==> config.mk <==
export PLATFORM = sky130hd
export DESIGN_NAME = pbo_bus_break
export DESIGN_NICKNAME = d
export VERILOG_FILES = /design/src/design/pbo_pkg.sv /design/src/design/pbo_bus_break.sv
export SDC_FILE = /design/constraint.sdc
export NUM_CORES = 1
export LEC_CHECK = 0
export ABC_CLOCK_PERIOD_IN_PS = 2730
export BUFFER_PORTS_ARGS = -buffer_cell sky130_fd_sc_hd__buf_2
export CAP_MARGIN = 20
export CORE_AREA = 8 8 167 90
export DETAILED_ROUTE_END_ITERATION = 12
export DIE_AREA = 0 0 175 98
export GPL_ROUTABILITY_DRIVEN = 0
export PLACE_DENSITY = 0.8
export SYNTH_ARGS = -nofsm -noshare
export SYNTH_HDL_FRONTEND = slang
export SYNTH_SLANG_ARGS = --single-unit
==> constraint.sdc <==
create_clock -name mclk -period 2.73 [get_ports mclk]
set_clock_uncertainty 0.2 [all_clocks]
set_input_delay 0.273 -clock mclk [delete_from_list [all_inputs] [get_ports mclk]]
set_output_delay 0.273 -clock mclk [all_outputs]
set_load 0.005 [all_outputs]
==> src/design/pbo_pkg.sv <==
package pbo_pkg;

  localparam int unsigned ADDR_W  = 12;
  localparam int unsigned DATA_W  = 32;
  localparam int unsigned PHYS_W  = 36;
  localparam int unsigned LAM_W   = 24;
  localparam int unsigned HIGH_W  = 4;

  localparam logic [ADDR_W-1:0] OFF_STATUS   = 12'h00C;
  localparam logic [ADDR_W-1:0] OFF_ADDR_LO  = 12'h300;
  localparam logic [ADDR_W-1:0] OFF_DATA     = 12'h304;
  localparam logic [ADDR_W-1:0] OFF_DMASK    = 12'h308;
  localparam logic [ADDR_W-1:0] OFF_CTL      = 12'h30C;
  localparam logic [ADDR_W-1:0] OFF_ADDR_HI  = 12'h310;
  localparam logic [ADDR_W-1:0] OFF_HMASK    = 12'h314;

  // control register fields, upper overlay mask and status bit positions
  localparam int unsigned CTL_LAM_LSB  = 8;
  localparam int unsigned CTL_SC_BIT   = 7;
  localparam int unsigned CTL_SU_BIT   = 6;
  localparam int unsigned CTL_OVL_BIT  = 3;
  localparam int unsigned CTL_BE_BIT   = 0;
  localparam int unsigned UOAM_LSB     = 24;
  localparam int unsigned STS_BS_BIT   = 0;

  // uncached load/fetch setting: 11 compares, 00 does not
  localparam logic [1:0] LF_COMPARE_ON  = 2'h3;
  localparam logic [1:0] LF_SETTING     = LF_COMPARE_ON;
  localparam logic [1:0] CTL_RSVD_VAL   = 2'h0;

  // status constants: overlay present, one break channel
  localparam logic [DATA_W-1:0] STS_CONST = 32'h4100_0000;

  localparam logic [DATA_W-1:0] ZERO_W    = 32'h0000_0000;
  localparam logic [LAM_W-1:0]  ZERO_LAM  = 24'h00_0000;
  localparam logic [HIGH_W-1:0] ZERO_HIGH = 4'h0;
  localparam logic [7:0]        ZERO_UP   = 8'h00;

endpackage : pbo_pkg

==> src/design/pbo_bus_break.sv <==
`timescale 1ns/1ps
module pbo_bus_break (
  input  wire logic                       mclk,
  input  wire logic                       sys_rst,
  input  wire logic                       clk_en,
  input  wire logic [pbo_pkg::ADDR_W-1:0] reg_addr,
  input  wire logic [pbo_pkg::DATA_W-1:0] reg_wdata,
  input  wire logic                       reg_wr,
  input  wire logic                       reg_rd,
  output logic      [pbo_pkg::DATA_W-1:0] reg_rdata,
  input  wire logic                       bus_req_valid,
  input  wire logic [pbo_pkg::PHYS_W-1:0] bus_addr,
  input  wire logic [pbo_pkg::DATA_W-1:0] bus_data,
  input  wire logic                       bus_is_store,
  input  wire logic                       bus_cached,
  input  wire logic                       debug_mode_active,
  input  wire logic                       debug_exc_ack,
  input  wire logic                       probe_proc_reset,
  output logic                            overlay_redirect,
  output logic                            debug_exc_req,
  output logic                            debug_interrupt_flag
);
  import pbo_pkg::*;

  //////////////////////////////////////////////////////////////////////////////
  // programmed state

  logic [DATA_W-1:0] brk_addr_lo;
  logic [HIGH_W-1:0] brk_addr_hi;
  logic [DATA_W-1:0] brk_data;
  logic [DATA_W-1:0] data_mask;
  logic [LAM_W-1:0]  low_addr_mask;
  logic [HIGH_W-1:0] high_addr_mask;
  logic              store_cached_compare_en;
  logic              store_uncached_compare_en;
  logic              overlay_on_alias;
  logic              bus_break_enable;
  logic              break_hit_flag;
  logic              exc_pending;

  //////////////////////////////////////////////////////////////////////////////
  // register decode

  wire sel_status  = (reg_addr == OFF_STATUS);
  wire sel_addr_lo = (reg_addr == OFF_ADDR_LO);
  wire sel_data    = (reg_addr == OFF_DATA);
  wire sel_dmask   = (reg_addr == OFF_DMASK);
  wire sel_ctl     = (reg_addr == OFF_CTL);
  wire sel_addr_hi = (reg_addr == OFF_ADDR_HI);
  wire sel_hmask   = (reg_addr == OFF_HMASK);

  wire wr_go = reg_wr & clk_en;

  wire [1:0] load_fetch_uncached_compare = LF_SETTING;

  wire [DATA_W-1:0] ctl_view = {low_addr_mask, store_cached_compare_en,
                                store_uncached_compare_en,
                                load_fetch_uncached_compare, overlay_on_alias,
                                CTL_RSVD_VAL, bus_break_enable};

  wire [DATA_W-1:0] sts_view = STS_CONST | {31'h0000_0000, break_hit_flag};

  logic [DATA_W-1:0] rd_mux;
  always_comb begin
    if (sel_status) begin
      rd_mux = sts_view;
    end else if (sel_addr_lo) begin
      rd_mux = brk_addr_lo;
    end else if (sel_data) begin
      rd_mux = brk_data;
    end else if (sel_dmask) begin
      rd_mux = data_mask;
    end else if (sel_ctl) begin
      rd_mux = ctl_view;
    end else if (sel_addr_hi) begin
      rd_mux = {28'h000_0000, brk_addr_hi};
    end else if (sel_hmask) begin
      rd_mux = {28'h000_0000, high_addr_mask};
    end else begin
      rd_mux = ZERO_W;
    end
  end

  //////////////////////////////////////////////////////////////////////////////
  // address and data comparison

  // low word and high nibble form the break address
  wire [PHYS_W-1:0] brk_addr36 = {brk_addr_hi, brk_addr_lo};

  // overlay widens the mask; break leaves bits 31:24 compared
  wire [7:0] upper_mask = overlay_on_alias ? data_mask[DATA_W-1:UOAM_LSB]
                                           : ZERO_UP;
  wire [PHYS_W-1:0] addr_mask36 = {high_addr_mask, upper_mask, low_addr_mask};

  // data mask applies only without overlay
  wire [DATA_W-1:0] dmask_eff = overlay_on_alias ? ZERO_W : data_mask;

  logic [PHYS_W-1:0] addr_bit_ok;
  logic [DATA_W-1:0] data_bit_ok;

  genvar gi;
  generate
    for (gi = 0; gi < PHYS_W; gi++) begin : g_cmp
      assign addr_bit_ok[gi] = addr_mask36[gi] |
                               (bus_addr[gi] == brk_addr36[gi]);
      if (gi < DATA_W) begin : g_data
        assign data_bit_ok[gi] = dmask_eff[gi] |
                                 (bus_data[gi] == brk_data[gi]);
      end
    end
  endgenerate

  wire addr_match = &addr_bit_ok;
  wire data_match = &data_bit_ok;

  wire class_ok = bus_is_store
                ? (bus_cached ? store_cached_compare_en
                              : store_uncached_compare_en)
                : (~bus_cached & (load_fetch_uncached_compare ==
                                  LF_COMPARE_ON));

  // break hit only with break enabled
  wire brk_hit = clk_en & bus_req_valid & bus_break_enable &
                 ~overlay_on_alias & class_ok & addr_match & data_match;

  // overlay redirect; combinational so the request turns this cycle
  assign overlay_redirect = bus_req_valid & overlay_on_alias & addr_match;

  // exception held back while already in debug mode
  assign debug_exc_req = exc_pending & ~debug_mode_active;

  //////////////////////////////////////////////////////////////////////////////
  // registers

  wire [DATA_W-1:0] next_data_mask = {reg_wdata[DATA_W-1:UOAM_LSB],
                                      data_mask[UOAM_LSB-1:0]};

  // write side, fields start cleared for a known value
  always_ff @(posedge mclk) begin
    if (sys_rst) begin
      brk_addr_lo               <= ZERO_W;
      brk_addr_hi               <= ZERO_HIGH;
      brk_data                  <= ZERO_W;
      data_mask                 <= ZERO_W;
      low_addr_mask             <= ZERO_LAM;
      high_addr_mask            <= ZERO_HIGH;
      store_cached_compare_en   <= 1'b0;
      store_uncached_compare_en <= 1'b0;
      overlay_on_alias          <= 1'b0;
      bus_break_enable          <= 1'b0;
    end else if (wr_go) begin
      if (sel_addr_lo) begin
        brk_addr_lo <= reg_wdata;
      end
      if (sel_data) begin
        brk_data <= reg_wdata;
      end
      // only the upper overlay mask takes writes
      if (sel_dmask && overlay_on_alias) begin
        data_mask <= next_data_mask;
      end
      if (sel_ctl) begin
        low_addr_mask             <= reg_wdata[DATA_W-1:CTL_LAM_LSB];
        store_cached_compare_en   <= reg_wdata[CTL_SC_BIT];
        store_uncached_compare_en <= reg_wdata[CTL_SU_BIT];
        overlay_on_alias          <= reg_wdata[CTL_OVL_BIT];
        bus_break_enable          <= reg_wdata[CTL_BE_BIT];
      end
      if (sel_addr_hi) begin
        brk_addr_hi <= reg_wdata[HIGH_W-1:0];
      end
      if (sel_hmask) begin
        high_addr_mask <= reg_wdata[HIGH_W-1:0];
      end
    end
  end

  // status clear on write of zero; a hit in the same cycle wins
  wire sts_clear = wr_go & sel_status & ~reg_wdata[STS_BS_BIT];

  always_ff @(posedge mclk) begin
    if (sys_rst) begin
      break_hit_flag <= 1'b0;
    end else if (brk_hit) begin
      break_hit_flag <= 1'b1;
    end else if (clk_en && (probe_proc_reset || sts_clear)) begin
      break_hit_flag <= 1'b0;
    end
  end

  // imprecise: raised a cycle after the access, no instruction tag
  always_ff @(posedge mclk) begin
    if (sys_rst) begin
      exc_pending          <= 1'b0;
      debug_interrupt_flag <= 1'b0;
    end else if (clk_en) begin
      debug_interrupt_flag <= brk_hit;
      if (brk_hit) begin
        exc_pending <= 1'b1;
      end else if (debug_exc_ack && !debug_mode_active) begin
        exc_pending <= 1'b0;
      end
    end
  end

  always_ff @(posedge mclk) begin
    if (sys_rst) begin
      reg_rdata <= ZERO_W;
    end else if (clk_en) begin
      reg_rdata <= reg_rd ? rd_mux : ZERO_W;
    end
  end

  //////////////////////////////////////////////////////////////////////////////
  // checks

  a_hit_sets_flag: assert property (
    @(posedge mclk) disable iff (sys_rst)
    brk_hit |=> break_hit_flag && debug_interrupt_flag && exc_pending)
    else $error("break hit did not set status and interrupt flag");

  a_idle_no_action: assert property (
    @(posedge mclk) disable iff (sys_rst)
    (!bus_break_enable && !overlay_on_alias) |-> !overlay_redirect && !brk_hit)
    else $error("action taken with both enables clear");

  a_dm_holds_exc: assert property (
    @(posedge mclk) disable iff (sys_rst)
    (exc_pending && debug_mode_active) |-> !debug_exc_req ##1
    (exc_pending || !clk_en || !$past(clk_en)))
    else $error("pending exception lost or raised in debug mode");

  a_redirect_match: assert property (
    @(posedge mclk) disable iff (sys_rst)
    overlay_redirect |-> overlay_on_alias &&
    (((bus_addr ^ {brk_addr_hi, brk_addr_lo}) &
      ~{high_addr_mask, data_mask[31:24], low_addr_mask}) == 36'h0_0000_0000))
    else $error("redirect without a masked address match");

  a_cached_gate: assert property (
    @(posedge mclk) disable iff (sys_rst)
    (bus_is_store && bus_cached && !store_cached_compare_en) |-> !brk_hit)
    else $error("cached store matched with compare disabled");

  a_uncached_gate: assert property (
    @(posedge mclk) disable iff (sys_rst)
    (bus_is_store && !bus_cached && !store_uncached_compare_en) |-> !brk_hit)
    else $error("uncached store matched with compare disabled");

  a_ctl_reserved: assert property (
    @(posedge mclk) disable iff (sys_rst)
    (clk_en && reg_rd && sel_ctl) |=> reg_rdata[2:1] == 2'h0 &&
    reg_rdata[5:4] == LF_SETTING)
    else $error("control reserved or fixed bits read wrong");

  a_status_clear: assert property (
    @(posedge mclk) disable iff (sys_rst)
    (sts_clear && !brk_hit) |=> !break_hit_flag)
    else $error("break status not cleared by write of zero");

  a_break_upper: assert property (
    @(posedge mclk) disable iff (sys_rst)
    brk_hit |-> bus_addr[31:24] == brk_addr_lo[31:24] &&
    ((bus_data ^ brk_data) & ~data_mask) == 32'h0000_0000)
    else $error("break hit ignored upper address or data mask");

  a_enables_reset: assert property (
    @(posedge mclk)
    sys_rst |=> !bus_break_enable && !overlay_on_alias && !break_hit_flag)
    else $error("enables or status not cleared by reset");

  a_full_match_hits: assert property (
    @(posedge mclk) disable iff (sys_rst)
    (clk_en && bus_req_valid && bus_break_enable && !overlay_on_alias &&
     class_ok && addr_match &&
     (((bus_data ^ brk_data) & ~data_mask) == ZERO_W)) |-> brk_hit)
    else $error("masked address and data match raised no break");

  a_ovl_full_redirect: assert property (
    @(posedge mclk) disable iff (sys_rst)
    (bus_req_valid && overlay_on_alias &&
     (((bus_addr ^ brk_addr36) &
       ~{high_addr_mask, data_mask[DATA_W-1:UOAM_LSB], low_addr_mask}) ==
      36'h0_0000_0000)) |-> overlay_redirect)
    else $error("masked overlay match not redirected");

  a_low_mask_miss: assert property (
    @(posedge mclk) disable iff (sys_rst)
    (((bus_addr[LAM_W-1:0] ^ brk_addr_lo[LAM_W-1:0]) & ~low_addr_mask) !=
     ZERO_LAM) |-> !brk_hit && !overlay_redirect)
    else $error("unmasked low address bit mismatch still matched");

  a_high_mask_miss: assert property (
    @(posedge mclk) disable iff (sys_rst)
    (((bus_addr[PHYS_W-1:DATA_W] ^ brk_addr_hi) & ~high_addr_mask) !=
     ZERO_HIGH) |-> !brk_hit && !overlay_redirect)
    else $error("unmasked high address bit mismatch still matched");

  a_load_cached_off: assert property (
    @(posedge mclk) disable iff (sys_rst)
    (!bus_is_store && bus_cached) |-> !brk_hit)
    else $error("cached load or fetch raised a break");

  a_break_off: assert property (
    @(posedge mclk) disable iff (sys_rst)
    !bus_break_enable |-> !brk_hit)
    else $error("break hit with break enable clear");

  a_exc_released: assert property (
    @(posedge mclk) disable iff (sys_rst)
    (exc_pending && !debug_mode_active) |-> debug_exc_req)
    else $error("pending exception not raised outside debug mode");

  a_int_one_cycle: assert property (
    @(posedge mclk) disable iff (sys_rst)
    (clk_en && !brk_hit) |=> !debug_interrupt_flag)
    else $error("debug interrupt flag without a break hit");

  a_flag_holds: assert property (
    @(posedge mclk) disable iff (sys_rst)
    (break_hit_flag && !sts_clear &&
     !(clk_en && probe_proc_reset)) |=> break_hit_flag)
    else $error("break status lost without a clear");

  a_probe_clear: assert property (
    @(posedge mclk) disable iff (sys_rst)
    (clk_en && probe_proc_reset && !brk_hit) |=> !break_hit_flag)
    else $error("break status not cleared by probe reset");

  a_dmask_ro: assert property (
    @(posedge mclk) disable iff (sys_rst)
    (clk_en && reg_wr && sel_dmask && !overlay_on_alias) |=>
    $stable(data_mask))
    else $error("data mask written outside overlay mode");

  a_ack_clears: assert property (
    @(posedge mclk) disable iff (sys_rst)
    (clk_en && debug_exc_ack && !debug_mode_active && !brk_hit) |=>
    !exc_pending)
    else $error("taken exception still pending");

  a_rdata_one_cycle: assert property (
    @(posedge mclk) disable iff (sys_rst)
    (clk_en && !reg_rd) |=> reg_rdata == ZERO_W)
    else $error("read data stands outside its cycle");

endmodule : pbo_bus_break

Yosys cells after proc, flatten, opt, wreduce, memory -nomap -nowiden
Cells that the tools add are included.

Mux-type cells: 16. Eq/ne operators: 75. Bitwise logic cells: 84. Reductions and logical operators: 16.

Operators with widths (count): $mux 32 (7); $eq 12x10->1 const B (6); $eq 1x1->1 (68); $or 1x1->1 (68); $reduce_and 36->1 (1); $reduce_and 32->1 (1); $reduce_and 2->1 (7); $and 1x1->1 (12); $eq 12x4->1 const B (1); $mux 4 (2); $mux 8 (1); $mux 1 (6); $not 1->1 (4); $reduce_bool 2->1 (2); $logic_and 1x1->1 (3); $logic_not 1->1 (1); $logic_or 1x1->1 (1).

Register bits after elaboration: 143. Bits of input ports: 123. Word-level logic and storage cells: 205.

Longest topological paths before layout
Depth in word-level cells: 9. Depth in mapped cells: 8. Gate-level depth less buffers: 6.

Least setup slack after synthesis
No wires, ideal clock.

Path type: input to register. From: in reg_addr[7] (netlist bit). To: reg reg_rdata[21] (netlist bit). Path slack: 0.791 ns. Data arrival time: 1.618 ns. Stages on the path: 7. Path buffers: 2. Data required time: 2.409 ns. Cell sequence: nor4_4 > nand2_2 > or4_1 > clkbuf_2 > buf_6 > o21ai_1 > o21ai_1.

Longest elaborated chain between the ends: 7.

Ends and longest elaborated chain: from (decl) (line pbo_bus_break.sv:6) `input wire logic [pbo_pkg::ADDR_W-1:0] reg_addr,`; $eq 12x10->1 (line pbo_bus_break.sv:48) `wire sel_ctl = (reg_addr == OFF_CTL);`; $mux 32 (line pbo_bus_break.sv:73) `end else if (sel_ctl) begin`; $mux 32 (line pbo_bus_break.sv:71) `end else if (sel_dmask) begin`; $mux 32 (line pbo_bus_break.sv:69) `end else if (sel_data) begin`; $mux 32 (line pbo_bus_break.sv:67) `end else if (sel_addr_lo) begin`; $mux 32 * (line pbo_bus_break.sv:65) `if (sel_status) begin`; $mux 32 * (line pbo_bus_break.sv:210) `reg_rdata <= reg_rd ? rd_mux : ZERO_W;`; to (signal assigned) (line pbo_bus_break.sv:210); to (decl) (line pbo_bus_break.sv:10) `output logic [pbo_pkg::DATA_W-1:0] reg_rdata,`.

Mark *: on every way between the ends. The rest lies on a longest branch, timed or not. A chain may end at the register's enable or synchronous reset.

Worst setup path after layout
From: reg overlay_on_alias. To: out overlay_redirect.

Longest elaborated chain between the ends: 4.

Ends and longest elaborated chain: from (decl) (line pbo_bus_break.sv:36) `logic overlay_on_alias;`; from (signal assigned) (line pbo_bus_break.sv:166) `overlay_on_alias <= reg_wdata[CTL_OVL_BIT];`; $mux 8 (line pbo_bus_break.sv:91) `wire [7:0] upper_mask = overlay_on_alias ? data_mask[DATA_W-1:UOAM_LSB]`; $or 1x1->1 (line pbo_bus_break.sv:104) `assign addr_bit_ok[gi] = addr_mask36[gi] |`; $reduce_and 36->1 (line pbo_bus_break.sv:113) `wire addr_match = &addr_bit_ok;`; $and 1x1->1 * (line pbo_bus_break.sv:127) `assign overlay_redirect = bus_req_valid & overlay_on_alias & addr_match;`; to (decl) (line pbo_bus_break.sv:19) `output logic overlay_redirect,`.

Marks and branches as above.

==> impl_metrics.env <==
export IMPL_outcome="completed"
export IMPL_peak_supply_drop_mv=0.306
export IMPL_ff2ff_path_depth=6
export IMPL_worst_path_max_delay_cell="dfxtp_2"
export IMPL_final_period_minus_worst_setup_slack_ps=2610
export IMPL_min_delay_path_class="primary input to register"
export IMPL_grt_pass1_wl_microns=38600
export IMPL_dp_hpwl_microns=18700
export IMPL_die_area_sq_um=17200
export IMPL_yosys_warnings=0
export IMPL_maxClockFrequency_mhz=383
export IMPL_critPathCaptureType="output port"
export IMPL_drt_iter0_markers=887
export IMPL_crit_family="simple AND/OR/NAND/NOR gates"
export IMPL_crit_path_category="register to output port"
export IMPL_placeableCoreArea_sq_um=12900
export IMPL_destination_of_the_worst_register_to_register_timing_path="break_hit_flag$_SDFFE_PP0P_"
export IMPL_die_y_microns=98
export IMPL_clk_pin_slew_ps=60
export IMPL_std_cell_rows=30
export IMPL_critPathMaxFanout=13
export IMPL_power_total_w=0.00490
export IMPL_drcViolationCount=0
export IMPL_cts_buffer_depth=2
export IMPL_cp_endpoint="overlay_redirect"
export IMPL_synthArstFlopShare_pct=0
export IMPL_critical_path_buf_inv_count=1
export IMPL_timing_worst_slew_pin_value_ps=645
export IMPL_final_net_count=1164
export IMPL_antenna_found_initial=0
export IMPL_post_route_period_util_pct=95.6
export IMPL_post_route_cells_drive_above_1_share_pct=22.7
export IMPL_ys_flop_type="dfxtp_1"
export IMPL_timing_critical_path_slowest_cell_delay_ps=500
export IMPL_firstDrtPassIters=6
export IMPL_worst_r2r_setup_slack_ps=440
export IMPL_pin_count_of_the_biggest_net_entering_global_routing=36
export IMPL_latest_clock_arrival_within_the_worst_skew_pair_ps=420
export IMPL_synth_edf_count=0
export IMPL_rsz_0062_raised_after_global_routing="false"
export IMPL_die_w_microns=175
export IMPL_critical_path_cell_count=6
export IMPL_gr_usage_all_layers_pct=28.7
export IMPL_ys_ff_latch=143
export IMPL_cts_sinks=143
export IMPL_fillCellCount=1085
export IMPL_max_slew_margin_pct=57.0
export IMPL_timing_critical_path_from_type="register"
export IMPL_design_portCount=158
export IMPL_worstPathArrival_ps=2140
export IMPL_power_leakage_nw=3.18
export IMPL_postSynthAreaPerCell_sq_um=7.85
export IMPL_report_final_hold_viol_count=0
export IMPL_routed_wire_length_per_instance_microns=20.6
export IMPL_tritoncts_num_buffers=17
export IMPL_postSynthCellCount=858
export IMPL_pwr_density_cell_nw_per_um2=564
export IMPL_min_from="debug_exc_ack"
export IMPL_cts_max_level=4
export IMPL_num_vias=7245
export IMPL_maxCapViolations=0
export IMPL_syn_area_sq_um=6740
export IMPL_timing_final_setup_violations=0
export IMPL_cts_tree="yes"
export IMPL_finalSetupTns_ps=0
export IMPL_clockRootBuffer="clkbuf_16"
export IMPL_antenna_left=0
export IMPL_first_global_vias=6918
export IMPL_antennaDiodeCount=0
export IMPL_path_cells="nand2_1 > a22o_1 > nor4_4 > nand3_1 > nor3_1 > buf_2"
export IMPL_regToRegStartpoint="overlay_on_alias$_SDFFE_PP0P_"
export IMPL_floorplan_initialDensity_pct=52.0
export IMPL_wl_microns=25300
export IMPL_worst_ep_required_time_ps=2260
export IMPL_slew_violations=0
export IMPL_cp_startpoint="overlay_on_alias$_SDFFE_PP0P_"
export IMPL_remaining_global_route_overflow=0
export IMPL_syn_nets=981
export IMPL_viasPerCell=5.90
export IMPL_area_growth_pct=29.0
export IMPL_port_buffer_count=157
export IMPL_synth_distinct_cells=52
export IMPL_ys_seq_area_share_pct=42.5
-- per-stage QoR --
step	area, sq um	utilization (%)	hold slack (ps)	instances	setup slack (ps)
2_1_floorplan	6740	-	209	858	791
3_3_place_gp	7710	59.5	231	1166	385
3_5_place_dp	7710	59.5	238	1166	265
4_1_cts	8660	66.9	13.1	1229	91.0
5_1_grt	8690	67.1	18.2	1229	13.0
6_report	8690	67.1	18.9	1229	120
-- metal layers --
layer | part of all wire [%] | global-route usage [%] | vias up
li1 | - | - | 3316
met5 | 0 | 0 | -
met2 | 39 | 38.4 | 583
met3 | 17 | 12.6 | 42
met4 | 1.4 | 6.28 | 0
met1 | 42 | 41.2 | 3304
-- worst min-delay path by stage --
| stage | end | slack (ps) | depth (start not counted) |
|---|---|---|---|
| final | exc_pending$_SDFFE_PP0P_ | 20 | 3 |
| after global routing | exc_pending$_SDFFE_PP0P_ | 20 | 3 |
| after CTS | exc_pending$_SDFFE_PP0P_ | 10 | 3 |
| after detailed placement | reg_rdata[7]$_SDFFE_PP0P_ | 240 | 2 |
| after global placement | reg_rdata[20]$_SDFFE_PP0P_ | 230 | 2 |
| after floorplan | low_addr_mask[16]$_SDFFE_PP0P_ | 210 | 2 |
-- cells in the final DEF, fill, tap and decap left out, drive strengths merged, types with 2 or more instances in the layout --
cell         Yosys  layout
nor2b            8       8
dfxtp          143     143
nand2          238     238
a21oi          113     113
clkinvlp         0       3
buf             21     188
a221oi          20      20
o21ai           62      62
nand4            5       5
xnor2           48      48
o22ai           17      17
clkbuf          35      18
clkinv           1       2
a22o             4       4
nor4            14      14
nor3b            2       2
nand4bb          2       2
nor2            27      27
nor3             7       7
a31o             4       4
and3             3       3
nand2b           4       4
xor2            20      20
inv              7      13
a21o             4       4
bufinv           0       3
nand3           11      11
a22oi            4       4
mux2i           12      12
dlygate4sd3      0      32
o311ai           2       2
and2             6       6
-- timing repair --
item | in CTS | in global routing
hold endpoints to repair | 106 | 0
setup buffers | 0 | 0
gates resized for setup | 3 | 4
setup endpoints to repair | 1 | 1
hold buffers | 32 | 0
-- flip-flops by register name (all words and copies together) (netlist names) --
| register | cells |
|---|---|
| store_cached_compare_en | 1 |
| brk_addr_lo | 32 |
| brk_data | 32 |
| overlay_on_alias | 1 |
| high_addr_mask | 4 |
| brk_addr_hi | 4 |
| data_mask | 8 |
| exc_pending | 1 |
| reg_rdata | 32 |
| debug_interrupt_flag | 1 |
| bus_break_enable | 1 |
| store_uncached_compare_en | 1 |
| low_addr_mask | 24 |
| break_hit_flag | 1 |
-- kinds of logic after synthesis --
family	share of synthesized area (%)
AOI/OAI and AO/OA	20.5
muxes	1.95
DFF	42.5
xor gates and xnor gates	8.84
buffers and inverters	4.51
and+or+nand+nor	21.7
-- cells in the mapped netlist (all sizes together), types with 3 or more instances --
library cell  instances  area, sq um
o22ai                17          106
a22o                  4         35.0
inv                   7         26.3
clkbuf               35          134
a221oi               20          175
nor4                 14          124
nand2b                4         25.0
nand4                 5         31.3
and2                  6         37.5
nor2b                 8         50.1
a21o                  4         30.0
a31o                  4         35.0
nand2               238          896
nor3                  7         35.0
a22oi                 4         30.0
nand3                11         60.1
xor2                 20          175
nor2                 27          106
mux2i                12          120
a21oi               113          566
and3                  3         18.8
o21ai                62          310
xnor2                48          420
dfxtp               143         2860
buf                  21          140
-- cell type report --
| class | count | area [sq um] | area share [%] |
|---|---|---|---|
| clock buffer | 18 | 439 | 5.05 |
| clock inverter | 13 | 176 | 2.03 |
| inverter | 8 | 30.0 | 0.345 |
| multi-input combinational | 651 | 3620 | 41.7 |
| sequential | 143 | 2860 | 32.9 |
| tap | 176 | 220 | 2.53 |
| timing repair buffer | 220 | 1340 | 15.4 |
-- power by group --
group          switching [W]  internal, W
sequential       0.000000114      0.00209
clock               0.000968      0.00148
combinational       0.000208     0.000159
-- worst register-to-register path, cell delays in order (launching register included) --
cell and delay (ps):
dfxtp_2 500, nand2_1 90, a22o_1 250, nor4_4 350
nand3_1 130, nor4_2 530, a31o_2 190
Power figures use the tool's default switching activity.
